<file path="config.mk">
export PLATFORM = sky130hd
export DESIGN_NAME = ivr_top
export DESIGN_NICKNAME = d
export VERILOG_FILES = /design/src/hw/ivr_pkg.sv /design/src/hw/ivr_top.sv
export SDC_FILE = /design/constraint.sdc
export NUM_CORES = 1
export LEC_CHECK = 0
export ABC_AREA = 1
export BUFFER_PORTS_ARGS = -buffer_cell sky130_fd_sc_hd__buf_2
export CAP_MARGIN = 20
export CORE_ASPECT_RATIO = 0.6
export CORE_MARGIN = 2
export CORE_UTILIZATION = 36
export CTS_CLUSTER_SIZE = 30
export DETAILED_ROUTE_END_ITERATION = 12
export GPL_ROUTABILITY_DRIVEN = 1
export PLACE_DENSITY = 0.77
export SLEW_MARGIN = 5
export SYNTH_ARGS = -nofsm -noshare
export SYNTH_HDL_FRONTEND = slang
export SYNTH_SLANG_ARGS = --single-unit
</file>
<file path="constraint.sdc">
create_clock -name mclk -period 1.8 [get_ports mclk]
set_clock_uncertainty 0.15 [all_clocks]
set_input_delay 0.27 -clock mclk [delete_from_list [all_inputs] [get_ports mclk]]
set_output_delay 0.27 -clock mclk [all_outputs]
set_load 0.05 [all_outputs]
</file>
<file path="src/hw/ivr_pkg.sv">
// package for interrupt vector relocation block
package ivr_pkg;
    localparam int unsigned ADDR_W      = 4;
    localparam int unsigned DATA_W      = 8;
    localparam int unsigned PC_W        = 12;
    // register address
    localparam logic [3:0]  ADDR_INT_CTRL = 4'h0;
    localparam logic [3:0]  ADDR_STATUS   = 4'h1;
    // field positions
    localparam int unsigned BIT_UNLOCK  = 0;
    localparam int unsigned BIT_SELECT  = 1;
    localparam int unsigned BIT_EXT2    = 5;
    localparam int unsigned BIT_EXT0    = 6;
    localparam int unsigned BIT_EXT1    = 7;
    localparam logic [7:0]  CTRL_RESET  = 8'h00;
    localparam logic [7:0]  EXT_MASK    = 8'he0;
    // unlock window in cycles
    localparam logic [2:0]  UNLOCK_CYCLES = 3'h4;
    // boot section start word addresses per boot size fuse code
    localparam logic [11:0] BOOT_BASE_0 = 12'hc00;
    localparam logic [11:0] BOOT_BASE_1 = 12'he00;
    localparam logic [11:0] BOOT_BASE_2 = 12'hf00;
    localparam logic [11:0] BOOT_BASE_3 = 12'hf80;
    localparam logic [11:0] APP_BASE    = 12'h000;
endpackage

</file>
<file path="src/hw/ivr_top.sv">
// interrupt vector relocation and unlock control
// Overview of operation
// select bit zero puts vector table at flash start
// select bit one puts vector table at boot section start
// boot section start follows the boot size fuses
// software arms unlock, then writes select with unlock zero within four cycles
// interrupts masked from arming until after the instruction after select write
// without select write, mask lasts exactly four cycles
// automatic mask leaves the global interrupt enable flag untouched
// boot vectors plus boot lock bit block interrupts in application code
// application vectors plus application lock bit block interrupts in boot code
// unlock bit self-clears after four cycles or on select write
// register layout: ext enables 7..5, select 1, unlock 0, 4..2 zero
// boot reset fuse programmed starts execution at boot section start
// boot reset fuse unprogrammed starts execution at address zero
// select write while unlock not armed leaves select unchanged
// vector address is table base plus vector index, reset at zero
`timescale 1ns/10ps
module ivr_top
    import ivr_pkg::*;
(
    // clock and reset
    input  wire logic                 mclk,
    input  wire logic                 reset,
    // register port
    input  wire logic [ivr_pkg::ADDR_W-1:0] reg_addr,
    input  wire logic [ivr_pkg::DATA_W-1:0] reg_wdata,
    input  wire logic                 reg_wr,
    input  wire logic                 reg_rd,
    output logic [ivr_pkg::DATA_W-1:0] reg_rdata,
    // fuses and lock bits, static
    input  wire logic                 boot_reset_fuse,
    input  wire logic [1:0]           boot_size_fuses,
    input  wire logic                 app_lock_boot_read_bit,
    input  wire logic                 boot_lock_app_read_bit,
    // core side
    input  wire logic                 exec_in_boot,
    input  wire logic                 instr_done,
    input  wire logic [4:0]           vector_index,
    output logic                      irq_block,
    output logic [ivr_pkg::PC_W-1:0]  vector_addr,
    output logic [ivr_pkg::PC_W-1:0]  reset_addr,
    output logic                      vector_table_select,
    output logic [2:0]                ext_irq_enable
);
    import ivr_pkg::*;

    typedef enum logic [2:0] {
        IVR_IDLE  = 3'b001,
        IVR_ARMED = 3'b010,
        IVR_HOLD  = 3'b100
    } ivr_state_e;

    // boot section start from fuse code
    function automatic logic [PC_W-1:0] ivr_boot_base(input logic [1:0] sz);
        case (sz)
            2'h0:    ivr_boot_base = BOOT_BASE_0;
            2'h1:    ivr_boot_base = BOOT_BASE_1;
            2'h2:    ivr_boot_base = BOOT_BASE_2;
            default: ivr_boot_base = BOOT_BASE_3;
        endcase
    endfunction

    ivr_state_e           state_r, state_nxt;
    logic [2:0]           cnt_r, cnt_nxt;
    logic                 sel_r, sel_nxt;
    logic                 unlock_r, unlock_nxt;
    logic [2:0]           ext_r, ext_nxt;
    logic [DATA_W-1:0]    rdata_nxt;
    logic                 block_nxt;
    logic [PC_W-1:0]      vaddr_nxt, raddr_nxt;
    logic                 ctrl_wr;
    logic [PC_W-1:0]      boot_base;

    assign ctrl_wr   = reg_wr && (reg_addr == ADDR_INT_CTRL);
    assign boot_base = ivr_boot_base(boot_size_fuses);

    // control register and unlock sequencer next state
    always_comb begin
        state_nxt  = state_r;
        cnt_nxt    = cnt_r;
        sel_nxt    = sel_r;
        unlock_nxt = unlock_r;
        ext_nxt    = ext_r;
        case (state_r)
            IVR_IDLE: begin
                if (ctrl_wr && reg_wdata[BIT_UNLOCK]) begin
                    state_nxt  = IVR_ARMED;
                    unlock_nxt = 1'b1;
                    cnt_nxt    = UNLOCK_CYCLES - 3'h1;
                end
            end
            IVR_ARMED: begin
                if (ctrl_wr && !reg_wdata[BIT_UNLOCK]) begin
                    sel_nxt    = reg_wdata[BIT_SELECT];
                    unlock_nxt = 1'b0;
                    state_nxt  = IVR_HOLD;
                end else if (cnt_r == 3'h0) begin
                    unlock_nxt = 1'b0;
                    state_nxt  = IVR_IDLE;
                end else begin
                    cnt_nxt = cnt_r - 3'h1;
                end
            end
            IVR_HOLD: begin
                // mask stays until the following instruction completes
                if (instr_done) begin
                    state_nxt = IVR_IDLE;
                end
            end
            default: begin
                state_nxt  = IVR_IDLE;
                unlock_nxt = 1'b0;
            end
        endcase
        // select changes only through the armed path
        if (ctrl_wr) begin
            ext_nxt = reg_wdata[BIT_EXT1:BIT_EXT2];
        end
    end

    // registered control state
    always_ff @(posedge mclk or posedge reset) begin
        if (reset) begin
            state_r  <= IVR_IDLE;
            cnt_r    <= 3'h0;
            sel_r    <= 1'b0;
            unlock_r <= 1'b0;
            ext_r    <= 3'h0;
        end else begin
            state_r  <= state_nxt;
            cnt_r    <= cnt_nxt;
            sel_r    <= sel_nxt;
            unlock_r <= unlock_nxt;
            ext_r    <= ext_nxt;
        end
    end

    // outputs next values
    always_comb begin
        rdata_nxt = CTRL_RESET;
        if (reg_rd && reg_addr == ADDR_INT_CTRL) begin
            rdata_nxt[BIT_EXT1:BIT_EXT2] = ext_r;
            rdata_nxt[BIT_SELECT]        = sel_r;
            rdata_nxt[BIT_UNLOCK]        = unlock_r;
        end else if (reg_rd && reg_addr == ADDR_STATUS) begin
            rdata_nxt[2:0] = state_r;
        end
        // mask from the arming write onward, status flag untouched
        block_nxt = (state_nxt != IVR_IDLE);
        if (sel_nxt && app_lock_boot_read_bit && !exec_in_boot) begin
            block_nxt = 1'b1;
        end
        if (!sel_nxt && boot_lock_app_read_bit && exec_in_boot) begin
            block_nxt = 1'b1;
        end
        vaddr_nxt = (sel_nxt ? boot_base : APP_BASE)
                    + {{(PC_W-5){1'b0}}, vector_index};
        raddr_nxt = boot_reset_fuse ? boot_base : APP_BASE;
    end

    // output registers
    always_ff @(posedge mclk or posedge reset) begin
        if (reset) begin
            reg_rdata           <= CTRL_RESET;
            irq_block           <= 1'b0;
            vector_addr         <= APP_BASE;
            reset_addr          <= APP_BASE;
            vector_table_select <= 1'b0;
            ext_irq_enable      <= 3'h0;
        end else begin
            reg_rdata           <= rdata_nxt;
            irq_block           <= block_nxt;
            vector_addr         <= vaddr_nxt;
            reset_addr          <= raddr_nxt;
            vector_table_select <= sel_nxt;
            ext_irq_enable      <= ext_nxt;
        end
    end
endmodule

</file>
=== Word-level counts from Yosys, hierarchy flattened ===
Index checks and enable logic that the tools add are counted.

* Flip-flop bits (word level): 42
* Bits in latches: 0
* RAM bits: 0
* Memory bits (read-only): 0
* Input bits: 28
* Output and inout bits: 37
* Word-level logic and storage cells: 65
* Memories: 0

* Add/subtract/negate cells: 2
* Multiply operators: 0
* Div/mod/pow operators: 0
* Order comparisons: 0
* Equality and inequality tests: 11
* Shifts and indexed selects: 0
* Muxes and demuxes: 24
* Bitwise gates (word level): 1
* Reduce and logical (&&, ||, !) cells: 18

{| class="wikitable"
|+ Operators by type and width
! operator !! count
|-
| 10-bit one-hot mux with 3 select lines || 1
|-
| 3-bit 2-to-1 mux || 9
|-
| 12-bit 2-to-1 mux || 2
|-
| 12-bit by 5-bit adder with 12-bit output || 1
|-
| 1-bit logical AND || 9
|-
| 3-bit one-hot mux with 3 select lines || 1
|-
| 1-bit 2-to-1 mux || 8
|-
| 2-bit inequality test, second input constant || 3
|-
| 3-bit one-hot mux with 2 select lines || 1
|-
| 4-bit by 1-bit equality test with 1-bit output, second input constant || 1
|-
| 4-bit logical NOT || 1
|-
| 4-bit AND reduction || 1
|-
| 3-bit by 1-bit equality test with 1-bit output, second input constant || 1
|-
| 3-bit by 2-bit equality test with 1-bit output, second input constant || 1
|-
| 3-bit equality test, second input constant || 1
|-
| 1-bit logical NOT || 3
|-
| 3-bit logical NOT || 1
|-
| 3-bit by 1-bit inequality test with 1-bit output, second input constant || 1
|-
| 3-bit inequality test, second input constant || 1
|-
| 1-bit one-hot mux with 3 select lines || 1
|-
| 3-bit AND reduction || 1
|-
| 3-bit by 1-bit subtractor with 3-bit output, second input constant || 1
|-
| 2-bit by 1-bit equality test with 1-bit output, second input constant || 1
|-
| 2-bit equality test, second input constant || 1
|-
| 4 further kinds || 4
|}

=== Logic depth before layout (Yosys ltp) ===
Gate-level depths: netlist of run 1.

* Depth in word-level cells: 9
* Depth in mapped cells: 9
* Gate-level depth less buffers: 8

=== Worst setup path before layout of run 1 ===
No wires, ideal clock.

* Path type: reg2out
* Start: register vector_addr[10] (netlist bit)
* End: output port vector_addr[10] (netlist bit)
* Data arrival time: 939 ps
* Required time: 1380 ps
* Path slack: 441 ps
* Stages on the path, launching flop included: 2
* Buffers on the path: 1
* Cell sequence: dfrtp_1 -> buf_4

{| class="wikitable"
|+ RTL lines
! item !! RTL line !! text
|-
| from (decl) || ivr_top.sv:41 || <nowiki>output logic [ivr_pkg::PC_W-1:0] vector_addr,</nowiki>
|-
| from (signal assigned) || ivr_top.sv:174 || <nowiki>vector_addr <= vaddr_nxt;</nowiki>
|}

No word-level cell between the ends.

=== Worst setup path in the final report of run 1 ===
* Start: register state_r[0]
* End: register cnt_r[0]

* Word-level cells in the longest chain between the ends: 3
* Elaborated cells on any way between the ends: 8
* Classes of those cells: eq/ne (5); mux (1); reduce/logical (2)

{| class="wikitable"
|+ Ends and longest elaborated chain
! item !! RTL line !! text
|-
| from (decl) || ivr_top.sv:64 || <nowiki>ivr_state_e state_r, state_nxt;</nowiki>
|-
| from (signal assigned) || ivr_top.sv:131 || <nowiki>state_r <= state_nxt;</nowiki>
|-
| 3-bit by 2-bit equality test with 1-bit output / 3-bit by 1-bit equality test with 1-bit output (equally long branches) || ivr_top.sv:85 || <nowiki>case (state_r)</nowiki>
|-
| 2-bit inequality test (no line) / 2-bit nonzero test (equally long branches) || -- ||
|-
| 4-bit AND reduction (no line) || -- ||
|-
| to (signal assigned) || ivr_top.sv:132 || <nowiki>cnt_r <= cnt_nxt;</nowiki>
|-
| to (decl) || ivr_top.sv:65 || <nowiki>logic [2:0] cnt_r, cnt_nxt;</nowiki>
|}

Several ways; a longest one is shown, not always the timed one.
A chain may end at the register's enable or synchronous reset.

==> results of run 1 <==
## per-stage QoR
step | instances | hold WS (ns)
after floorplan | 139 | 0.151
after global placement | 223 | 0.205
after detailed placement | 223 | 0.212
after CTS | 237 | 0.0522
after global routing | 237 | 0.0682
final | 237 | 0.0689
## power by group through the flow
stage / logic (mW) / registers (mW) / clock network (mW)
global route: 0.394 / 0.754 / 0.525
global placement: 0.346 / 0.759 / 0
detailed placement: 0.350 / 0.761 / 0
finish: 0.358 / 0.749 / 0.477
floorplan: 0.164 / 0.880 / 0
CTS: 0.362 / 0.749 / 0.505
## synth_stat cells (3+ instances only)
cell and n:
dfrtp_1 29, inv_1 17, nand2_1 17, buf_4 14, nand3_1 8, nor2_1 7
o21ai_0 6, inv_2 3, nand2_4 3, nor2_2 3, o22ai_1 3
## logic make-up (layout without fill, tap and decap cells)
logic type / Yosys count / after routing
flops: 30 / 30
xor+xnor: 1 / 1
fa+ha+maj: 2 / 2
compound gates: 13 / 13
other cells: 1 / 11
buf+inv: 35 / 86
simple gates: 47 / 47
## worst reg2reg max path, delay by kind of cell (launching register included)
kind	cells	cell delay [ns]
buf+inv	1	0.05
simple gates	3	0.50
flops	1	0.52
compound gates	2	0.16
## repair_timing
item                      4_1_cts  5_1_grt
setup buffers                   0        0
hold buffers                    7        0
hold endpoints to repair       35        0
## area by class of cell
type                            instances  share of cell area
Multi-Input combinational cell         74               0.245
Clock buffer                            5              0.0399
Inverter                               20              0.0436
Clock inverter                          2             0.00581
Sequential cell                        30               0.436
Tap cell                               47              0.0341
Timing Repair Buffer                   59               0.195
## registers in the layout, summed over array words and instances, names as in the netlist
name            flops
irq_block           1
vector_addr         9
reg_rdata           6
unlock_r            1
ext_irq_enable      3
cnt_r               3
state_r             3
reset_addr          4
## placed cells by master, fill, tap and decap left out, types with 5 or more instances in the layout
cell type	n
buf_2	50
nand2_1	17
conb_1	11
inv_1	17
dlygate4sd3_1	7
clkbuf_8	5
nor2_1	7
dfrtp_1	29
o21ai_0	6
nand3_1	8
## path summary, 6_finish.rpt
kind / end / slack [ns]
max: cnt_r[0]$_DFFE_PP0P_ / 0.34
min: ext_irq_enable[2]$_DFFE_PP0N_ / 0.07
max reg2reg: cnt_r[0]$_DFFE_PP0P_ / 0.34
min reg2reg: unlock_r$_DFFE_PP0P_ / 0.33
max in group asynchronous: state_r[0]$_DFF_PP1_ / 0.73
min in group asynchronous: reg_rdata[2]$_DFF_PP0_ / 0.46
## per-layer routing
| metal | share of wire | GRT usage | up-vias | routed length (um) |
|---|---|---|---|---|
| met3 | 0.10 | 0.0583 | 0 | 232 |
| met1 | 0.48 | 0.153 | 423 | 1110 |
| li1 | - | - | 498 | - |
| met2 | 0.42 | 0.185 | 35 | 987 |
| met5 | 0 | 0 | - | 0 |
| met4 | 0 | 0.0389 | 0 | 0 |
==> out/qor.yml, run 1 <==
outcome: "completed"
initial_utilization: 0.370
hold_viol: 0
yosys_most_used_dff: "dfrtp_1"
cp.depth: 6
rows: 17
multi_input_area_um2: 423
critPathTopFamily: "flip-flops"
viasPerCell: 4.03
yosysWarningCount: 0
criticalPathCategory: "reg2reg"
cp_slowest_cell: "dfstp_2"
leakage_nw: 0.931
clk_path_buf_depth: 2
synthMuxAreaShare: 0
io_buffers: 50
post-route-drc-count: 0
stdcell_area_um2: 1720
drv_cap: 0
fillers: 338
grt_overflow: 0
cts_resized: 0
synth_xor_area_frac: 0.00659
synth_fa_ha_area_frac: 0.0188
clockRootBuffer: "clkbuf_8"
ys_ff_latch: 30
cts_tree: "built"
synth-compound-area-share: 0.0593
core_area_um2: 3590
layout_setup_ws_ns: 0.337
grt_pass1_wl_mm: 3.77
min_period_ns: 1.46
cts.clk_slew.worst_paths_ns: 0.06
die_h_um: 51.1
die_x_um: 82.4
required_ns: 1.83
ff2ff_path_depth: 6
antenna_found_initial: 0
drt_iter0_drc: 30
hold_class: "in2reg"
post-dp-hpwl_mm: 1.83
synth_top_family_by_area: "simple AND/OR/NAND/NOR gates"
layout.nets: 220
numCtsBuffers: 5
cp-start-kind: "flop"
post-route-util: 0.479
p_sw_uw: 507
arrival_ns: 1.49
wire_per_inst_um: 9.82
ys_seq_area_frac: 0.566
finalSetupViolations: 0
power_frac_comb: 0.226
drt-total-wl_mm: 2.33
power_density_nw_per_um2: 920
synth_edf_count: 0
cp_slowest_stage_delay_ns: 0.52
grt_pass1_vias: 905
grt_usage: 0.122
synthSimpleGateAreaFrac: 0.202
regArea_um2: 752
internal_power_mw: 1.08
fp.dieArea_um2: 4210
avgSynthCellArea_um2: 10.3
cp_common_cell: "o21ai_0"
rsz0062_at_grt: "false"
sw_frac_of_total: 0.320
drive_gt1_frac: 0.411
gp_congestion: 0.847
synth_area_leader_cell: "dfrtp_1"
fmax_ghz: 0.683
post-route-period-util: 0.813
critPathMaxFanout: 7
area_growth_pct: 29.7
first_pass_iters: 4
slew_violations: 0
dp_slack_ns: 0.292
antenna_left: 0
syn_inst: 129
antenna_cells: 0
grt_max_degree: 31
syn_area_um2: 1330
clock_latency_ns: 0.26
critPathCaptureType: "flop"
holdPathStages: 3
cts-htree-levels: 2
dr_total_vias: 956
placed_area_um2: 1570
worstPathCellList: "inv_2 > nor3_1 > nand3_1 > nand2_4 > o21ai_0 > o21ai_0"
seq_power_share: 0.473
final.setup.tns_ns: 0
cts.sink_count: 30
r2r-start: "state_r[0]$_DFF_PP1_"
netlist.area_leader.share: 0.546
async_flop_share: 1.00
peakVddDrop_v: 0.000478
clkPwrFrac: 0.301
yosys-top-cells-area: "dfrtp_1, buf_4, inv_1"
synth_cell_types: 27
critPathBufInv: 1
ioPinCount: 65
worstSetupStartpoint: "state_r[0]$_DFF_PP1_"
power_mw: 1.58
min_from: "reg_wdata[7]"
Power figures use the tool's default switching activity.
==> run 2, diff against run 1 <==
ABC_AREA = 0   (was 1)
PLACE_DENSITY = 0.76   (was 0.77)
clock period = 1.4 ns   (was 1.8 ns; I/O delays follow)
==> out/qor.yml, run 2 <==
outcome: "complete, but fails checks"
violations: "negative setup slack"
post-dp-hpwl_mm: 2.39  # +31%
io_buffers: 50  # unchanged
regMostFlops: "vector_addr"
slew_violations: 0  # unchanged
arrival_ns: 1.84  # +0.35 ns
syn_inst: 125  # -3.1%
rows: 17  # unchanged
grt_pass1_vias: 1176  # +30%
initial_utilization: 0.377  # +0.00709
yosys-top-cells-area: "dfrtp_1, buf_4, nand2_1"
die_x_um: 84.1  # +2.0%
hold_class: "in2reg"
clockRootBuffer: "clkbuf_8"
grt_max_degree: 31  # unchanged
wire_per_inst_um: 14.0  # +43%
criticalPathCategory: "reg2reg"
ioPinCount: 65  # unchanged
ys_seq_area_frac: 0.542  # -0.0235
finalSetupViolations: 12  # +12
synth_area_leader_cell: "dfrtp_1"
grt_overflow: 0  # unchanged
critPathCaptureType: "flop"
area_growth_pct: 58.9
netlist.area_leader.share: 0.523  # -0.0227
power_density_nw_per_um2: 958  # +4.1%
syn_area_um2: 1390  # +4.3%
antenna_cells: 0  # unchanged
async_flop_share: 1.00  # unchanged
worstPathCellList: "or3b_4 > o41ai_4 > a21oi_1 > a311o_1"
clk_path_buf_depth: 2  # unchanged
peakVddDrop_v: 0.000831  # +74%
post-route-drc-count: 0  # unchanged
critPathMaxFanout: 3  # -4
gp_congestion: 0.902  # +6.5%
core_area_um2: 3680  # +2.4%
synthTopCellsByCount: "dfrtp_1, buf_4, nand2_1"
synth_cell_types: 36  # +33%
rsz0062_at_grt: "true"
reg_top3: "vector_addr: 9 flops, reg_rdata: 6 flops, reset_addr: 4 flops"
grt_pass1_wl_mm: 5.60  # +49%
yosysWarningCount: 0  # unchanged
ys_ff_latch: 30  # unchanged
fmax_ghz: 0.546  # -20%
die_h_um: 52.1  # +2.0%
layout.nets: 249  # +13%
numCtsBuffers: 5  # unchanged
avgSynthCellArea_um2: 11.1  # +7.7%
synth_most_common_cell: "dfrtp_1"
cts.sink_count: 30  # unchanged
cts.clk_slew.worst_paths_ns: 0.06  # about the same
required_ns: 1.41  # -0.42 ns
dp_slack_ns: -0.433  # -0.725 ns
yosys_most_used_dff: "dfrtp_1"
post-route-period-util: 1.31  # +0.494
cts_tree: "built"
drt-total-wl_mm: 3.74  # +60%
layout_setup_ws_ns: -0.430  # -0.767 ns
hold_viol: 0  # unchanged
mostFrequentLayoutCells: "buf_2, dfrtp_1, buf_4, nand2_1, conb_1"
cp_slowest_stage_delay_ns: 0.45  # -0.07 ns
drive_gt1_frac: 0.539  # +0.128
cp_slowest_cell: "dfrtp_2"
antenna_found_initial: 0  # unchanged
dr_total_vias: 1222  # +28%
cp-start-kind: "flop"
clock_latency_ns: 0.28  # +0.02 ns
viasPerCell: 4.59  # +14%
min_period_ns: 1.83  # +0.367 ns
largest_reg_flops: 9  # unchanged
fp.dieArea_um2: 4380  # +4.1%
hold_slack_ns: 0.0400  # -0.0289 ns
leakage_nw: 1.12  # +20%
first_pass_iters: 4  # unchanged
synth_edf_count: 0  # unchanged
drv_cap: 0  # unchanged
cts-htree-levels: 2  # unchanged
drt_iter0_drc: 40  # +33%
final_common_cell: "buf_2"
antenna_left: 0  # unchanged
grt_usage: 0.171  # +0.0492
-- run 2: what timing repair did --
| action | 4_1_cts | 5_1_grt |
|---|---|---|
| endpoints found under the hold margin | 38 | 0 |
| hold buffers | 10 | 0 |
| setup buffers | 5 | 3 |
| gates resized for setup | 18 | 19 |
| pin swaps | 3 | 11 |
| endpoints found under the setup margin | 15 | 15 |
| gates cloned | 0 | 0 |
-- run 2: report_power, final --
| group | internal, mW | leakage (nW) | switching [mW] |
|---|---|---|---|
| Sequential | 0.923 | 0.381 | 0.0390 |
| Clock | 0.332 | 0.0438 | 0.306 |
| Combinational | 0.177 | 0.694 | 0.334 |
-- run 2: per-stage QoR --
step | power (mW) | TNS [ns] | utilization | area (um2) | cells
after floorplan | 1.29 | -1.75 | - | 1450 | 135
after detailed placement | 1.41 | -3.55 | 0.497 | 1830 | 242
after CTS | 2.11 | -2.46 | 0.574 | 2110 | 264
after global routing | 2.21 | -3.72 | 0.599 | 2200 | 266
after global placement | 1.40 | -3.39 | 0.497 | 1830 | 242
final | 2.11 | -3.27 | 0.599 | 2200 | 266
-- run 2: metal layers --
metal / global-route usage / vias up / wire (um)
met5: 0 / - / 0
met2: 0.272 / 56 / 1680
met3: 0.0524 / 6 / 280
met4: 0.0780 / 0 / 53
li1: - / 587 / -
met1: 0.217 / 573 / 1720
-- run 2: final cells by class --
class	count	area (um2)
fill	275	1480
sequential	30	754
timing repair buffer	93	656
multi-input combinational	82	629
clock buffer	5	68.8
tap	47	58.8
inverter	7	26.3
clock inverter	2	10.0
-- run 2: worst max-delay path: cells and delay by family, from the launching register on --
kind,cells,cell delay [ns]
AOI/OAI and AO/OA,3,0.68
DFF,1,0.45
and+or+nand+nor,1,0.44
-- run 2: path summary, 6_finish.rpt --
kind,to,startpoint,slack (ns),cells past startpoint
setup / recovery,irq_block$_DFF_PP0_,state_r[2]$_DFF_PP0_,-0.43,4
setup reg to reg,irq_block$_DFF_PP0_,state_r[2]$_DFF_PP0_,-0.43,4
max in group asynchronous,state_r[0]$_DFF_PP1_,reset,0.38,4
hold / removal,vector_addr[7]$_DFF_PP0_,boot_size_fuses[0],0.04,3
min in group asynchronous,vector_addr[2]$_DFF_PP0_,reset,0.40,4
hold reg to reg,ext_irq_enable[0]$_DFFE_PP0N_,ext_irq_enable[0]$_DFFE_PP0N_,0.36,2
-- run 2: cells by family after synthesis --
family          Yosys count  share of synthesized area
simple gates             50                      0.203
other cells               1                    0.00270
buf+inv                  23                      0.102
mux                       3                     0.0217
fa+ha+maj                 2                     0.0180
flops                    30                      0.542
compound gates           16                      0.110
==> run 3, diff against run 2 <==
SLEW_MARGIN = default   (was 5)
clock period = 2.01 ns   (was 1.4 ns; I/O delays follow)
==> out/qor.yml, run 3 (synthesized netlist as in run 2, its figures left out) <==
outcome: "completed"
fmax_ghz: 0.537  # -1.7%
slew_violations: 0  # unchanged
dp.cells: 220  # -9.1%
largest_reg_flops: 9  # unchanged
core_area_um2: 3680  # unchanged
rsz0062_at_grt: "false"
final.setup.tns_ns: 0  # +3.27 ns
grt_overflow: 0  # unchanged
finalSetupViolations: 0  # -12
criticalPathCategory: "reg2reg"
gp_congestion: 0.807  # -10%
leakage_nw: 0.956  # -15%
post-dp-hpwl_mm: 2.20  # -8.2%
cp_slowest_stage_delay_ns: 0.60  # +0.15 ns
internal_power_mw: 1.08  # -24%
area_growth_pct: 31.0
antenna_left: 0  # unchanged
grt_pass1_wl_mm: 4.70  # -16%
drt-total-wl_mm: 3.01  # -19%
grt_usage: 0.144  # -0.0273
regMostFlops: "vector_addr"
cts.clk_slew.worst_paths_ns: 0.06  # about the same
clkPwrFrac: 0.379  # +0.077
mostFrequentLayoutCells: "buf_2, dfrtp_1, nand2_1, conb_1, nor2_1"
r2r-start: "state_r[0]$_DFF_PP1_"
hold_class: "in2reg"
final_common_cell: "buf_2"
first_pass_iters: 4  # unchanged
critPathTopFamily: "flip-flops"
r2r_end: "irq_block$_DFF_PP0_"
reg_top3: "vector_addr: 9 flops, reg_rdata: 6 flops, reset_addr: 4 flops"
p_sw_uw: 452  # -33%
power_frac_comb: 0.187  # -0.055
viasPerCell: 4.57  # -0.46%
clockRootBuffer: "clkbuf_8"
cts.sink_count: 30  # unchanged
hold_viol: 0  # unchanged
critPathMaxFanout: 8  # +5
wire_per_inst_um: 12.9  # -8.4%
cts_tree: "built"
arrival_ns: 1.87  # +0.03 ns
postCtsSetupRepairBufs: 0  # -5
tightest_slew_ns: 0.533
holdPathStages: 1  # -2
maxSlewHeadroom: 0.644
drv_cap: 0  # unchanged
die_x_um: 84.1  # unchanged
clock_latency_ns: 0.28  # about the same
cts_resized: 0  # -18
ioPinCount: 65  # unchanged
post-route-period-util: 0.926  # -0.381
grt_pass1_vias: 1035  # -12%
post-route-drc-count: 0  # unchanged
cp-start-kind: "flop"
r2r_slack_ns: 0.15  # +0.58 ns
peakVddDrop_v: 0.000408  # -51%
initial_utilization: 0.377  # unchanged
drive_gt1_frac: 0.380  # -0.159
io_buffers: 50  # unchanged
min_period_ns: 1.86  # +0.0313 ns
critPathCaptureType: "flop"
layout.nets: 216  # -13%
numCtsBuffers: 5  # unchanged
die_h_um: 52.1  # unchanged
cts-htree-levels: 2  # unchanged
hold_slack_ns: 0.0152  # -0.0248 ns
critPathBufInv: 0  # unchanged
dr_total_vias: 1070  # -12%
clk_path_buf_depth: 2  # unchanged
min_from: "boot_reset_fuse"
stdcell_count: 234  # -12%
drt_iter0_drc: 63  # +57%
sw_frac_of_total: 0.295  # -0.0268
grt_max_degree: 31  # unchanged
worstPathCellList: "or3b_1 > o22ai_1 > a2111oi_1 > a311o_1"
required_ns: 2.02  # +0.61 ns
ff2ff_path_depth: 4  # unchanged
seq_power_share: 0.435  # -0.021
power_density_nw_per_um2: 844  # -12%
fp.dieArea_um2: 4380  # unchanged
cp_slowest_cell: "dfstp_2"
antenna_cells: 0  # unchanged
antenna_found_initial: 0  # unchanged
whs_endpoint: "reset_addr[10]$_DFF_PP0_"
rows: 17  # unchanged
## run 3: changes by cell type in the layout (fill, tap and decap cells not counted), moves of 3 or more
| cell | before | now |
|---|---|---|
| buf_6 | 8 | 0 |
| nor2_1 | 7 | 10 |
| dlygate4sd3_1 | 10 | 6 |
| buf_2 | 47 | 50 |
| inv_2 | 4 | 0 |
| inv_1 | 3 | 7 |
| buf_4 | 26 | 4 |
| nor2_2 | 3 | 0 |
## run 3: final cells by class
class / count / area, um2
tap: 47 / 58.8
inverter: 7 / 26.3
multi-input combinational: 82 / 531
timing repair buffer: 60 / 340
clock buffer: 5 / 68.8
sequential: 30 / 752
clock inverter: 3 / 40.0
fill: 355 / 1860
## run 3: power by group through the flow
stage	clock network [mW]	logic, mW	registers [mW]
2_1_floorplan	0	0.133	0.760
4_1_cts	0.602	0.287	0.666
3_5_place_dp	0	0.277	0.676
5_1_grt	0.635	0.307	0.672
6_report	0.581	0.287	0.666
3_3_place_gp	0	0.273	0.676
## run 3: metrics by stage
step | util | area (um2) | power, mW | worst slack (ns)
after global routing | 0.494 | 1820 | 1.61 | 0.0561
final | 0.494 | 1820 | 1.53 | 0.149
after CTS | 0.494 | 1820 | 1.55 | 0.136
after detailed placement | 0.448 | 1650 | 0.954 | 0.143
after floorplan | - | 1420 | 0.893 | 0.262
after global placement | 0.448 | 1650 | 0.949 | 0.167
## run 3: repair_timing
action / CTS / global route
endpoints found under the setup margin: 0 / 0
endpoints found under the hold margin: 34 / 0
hold buffers: 6 / 0
## run 3: metal layers
layer	vias up	share of wire	wire length, um	global-route usage
li1	518	-	-	-
met1	503	0.45	1370	0.179
met2	45	0.46	1380	0.230
met3	4	0.080	241	0.0540
met4	0	0.0070	21	0.0565
met5	-	0	0	0
## run 3: how the worst max path moves through the flow
stage                         start              endpoint  slack [ns]  depth (start not counted)
6_report       state_r[0]$_DFF_PP1_   irq_block$_DFF_PP0_        0.15                          4
5_1_grt        state_r[0]$_DFF_PP1_   irq_block$_DFF_PP0_        0.06                          4
4_1_cts        state_r[2]$_DFF_PP0_   irq_block$_DFF_PP0_        0.14                          4
3_5_place_dp   state_r[0]$_DFF_PP1_   irq_block$_DFF_PP0_        0.14                          4
3_3_place_gp            reg_addr[1]  cnt_r[1]$_DFFE_PP0P_        0.17                          5
2_1_floorplan  state_r[0]$_DFF_PP1_   irq_block$_DFF_PP0_        0.26                          4
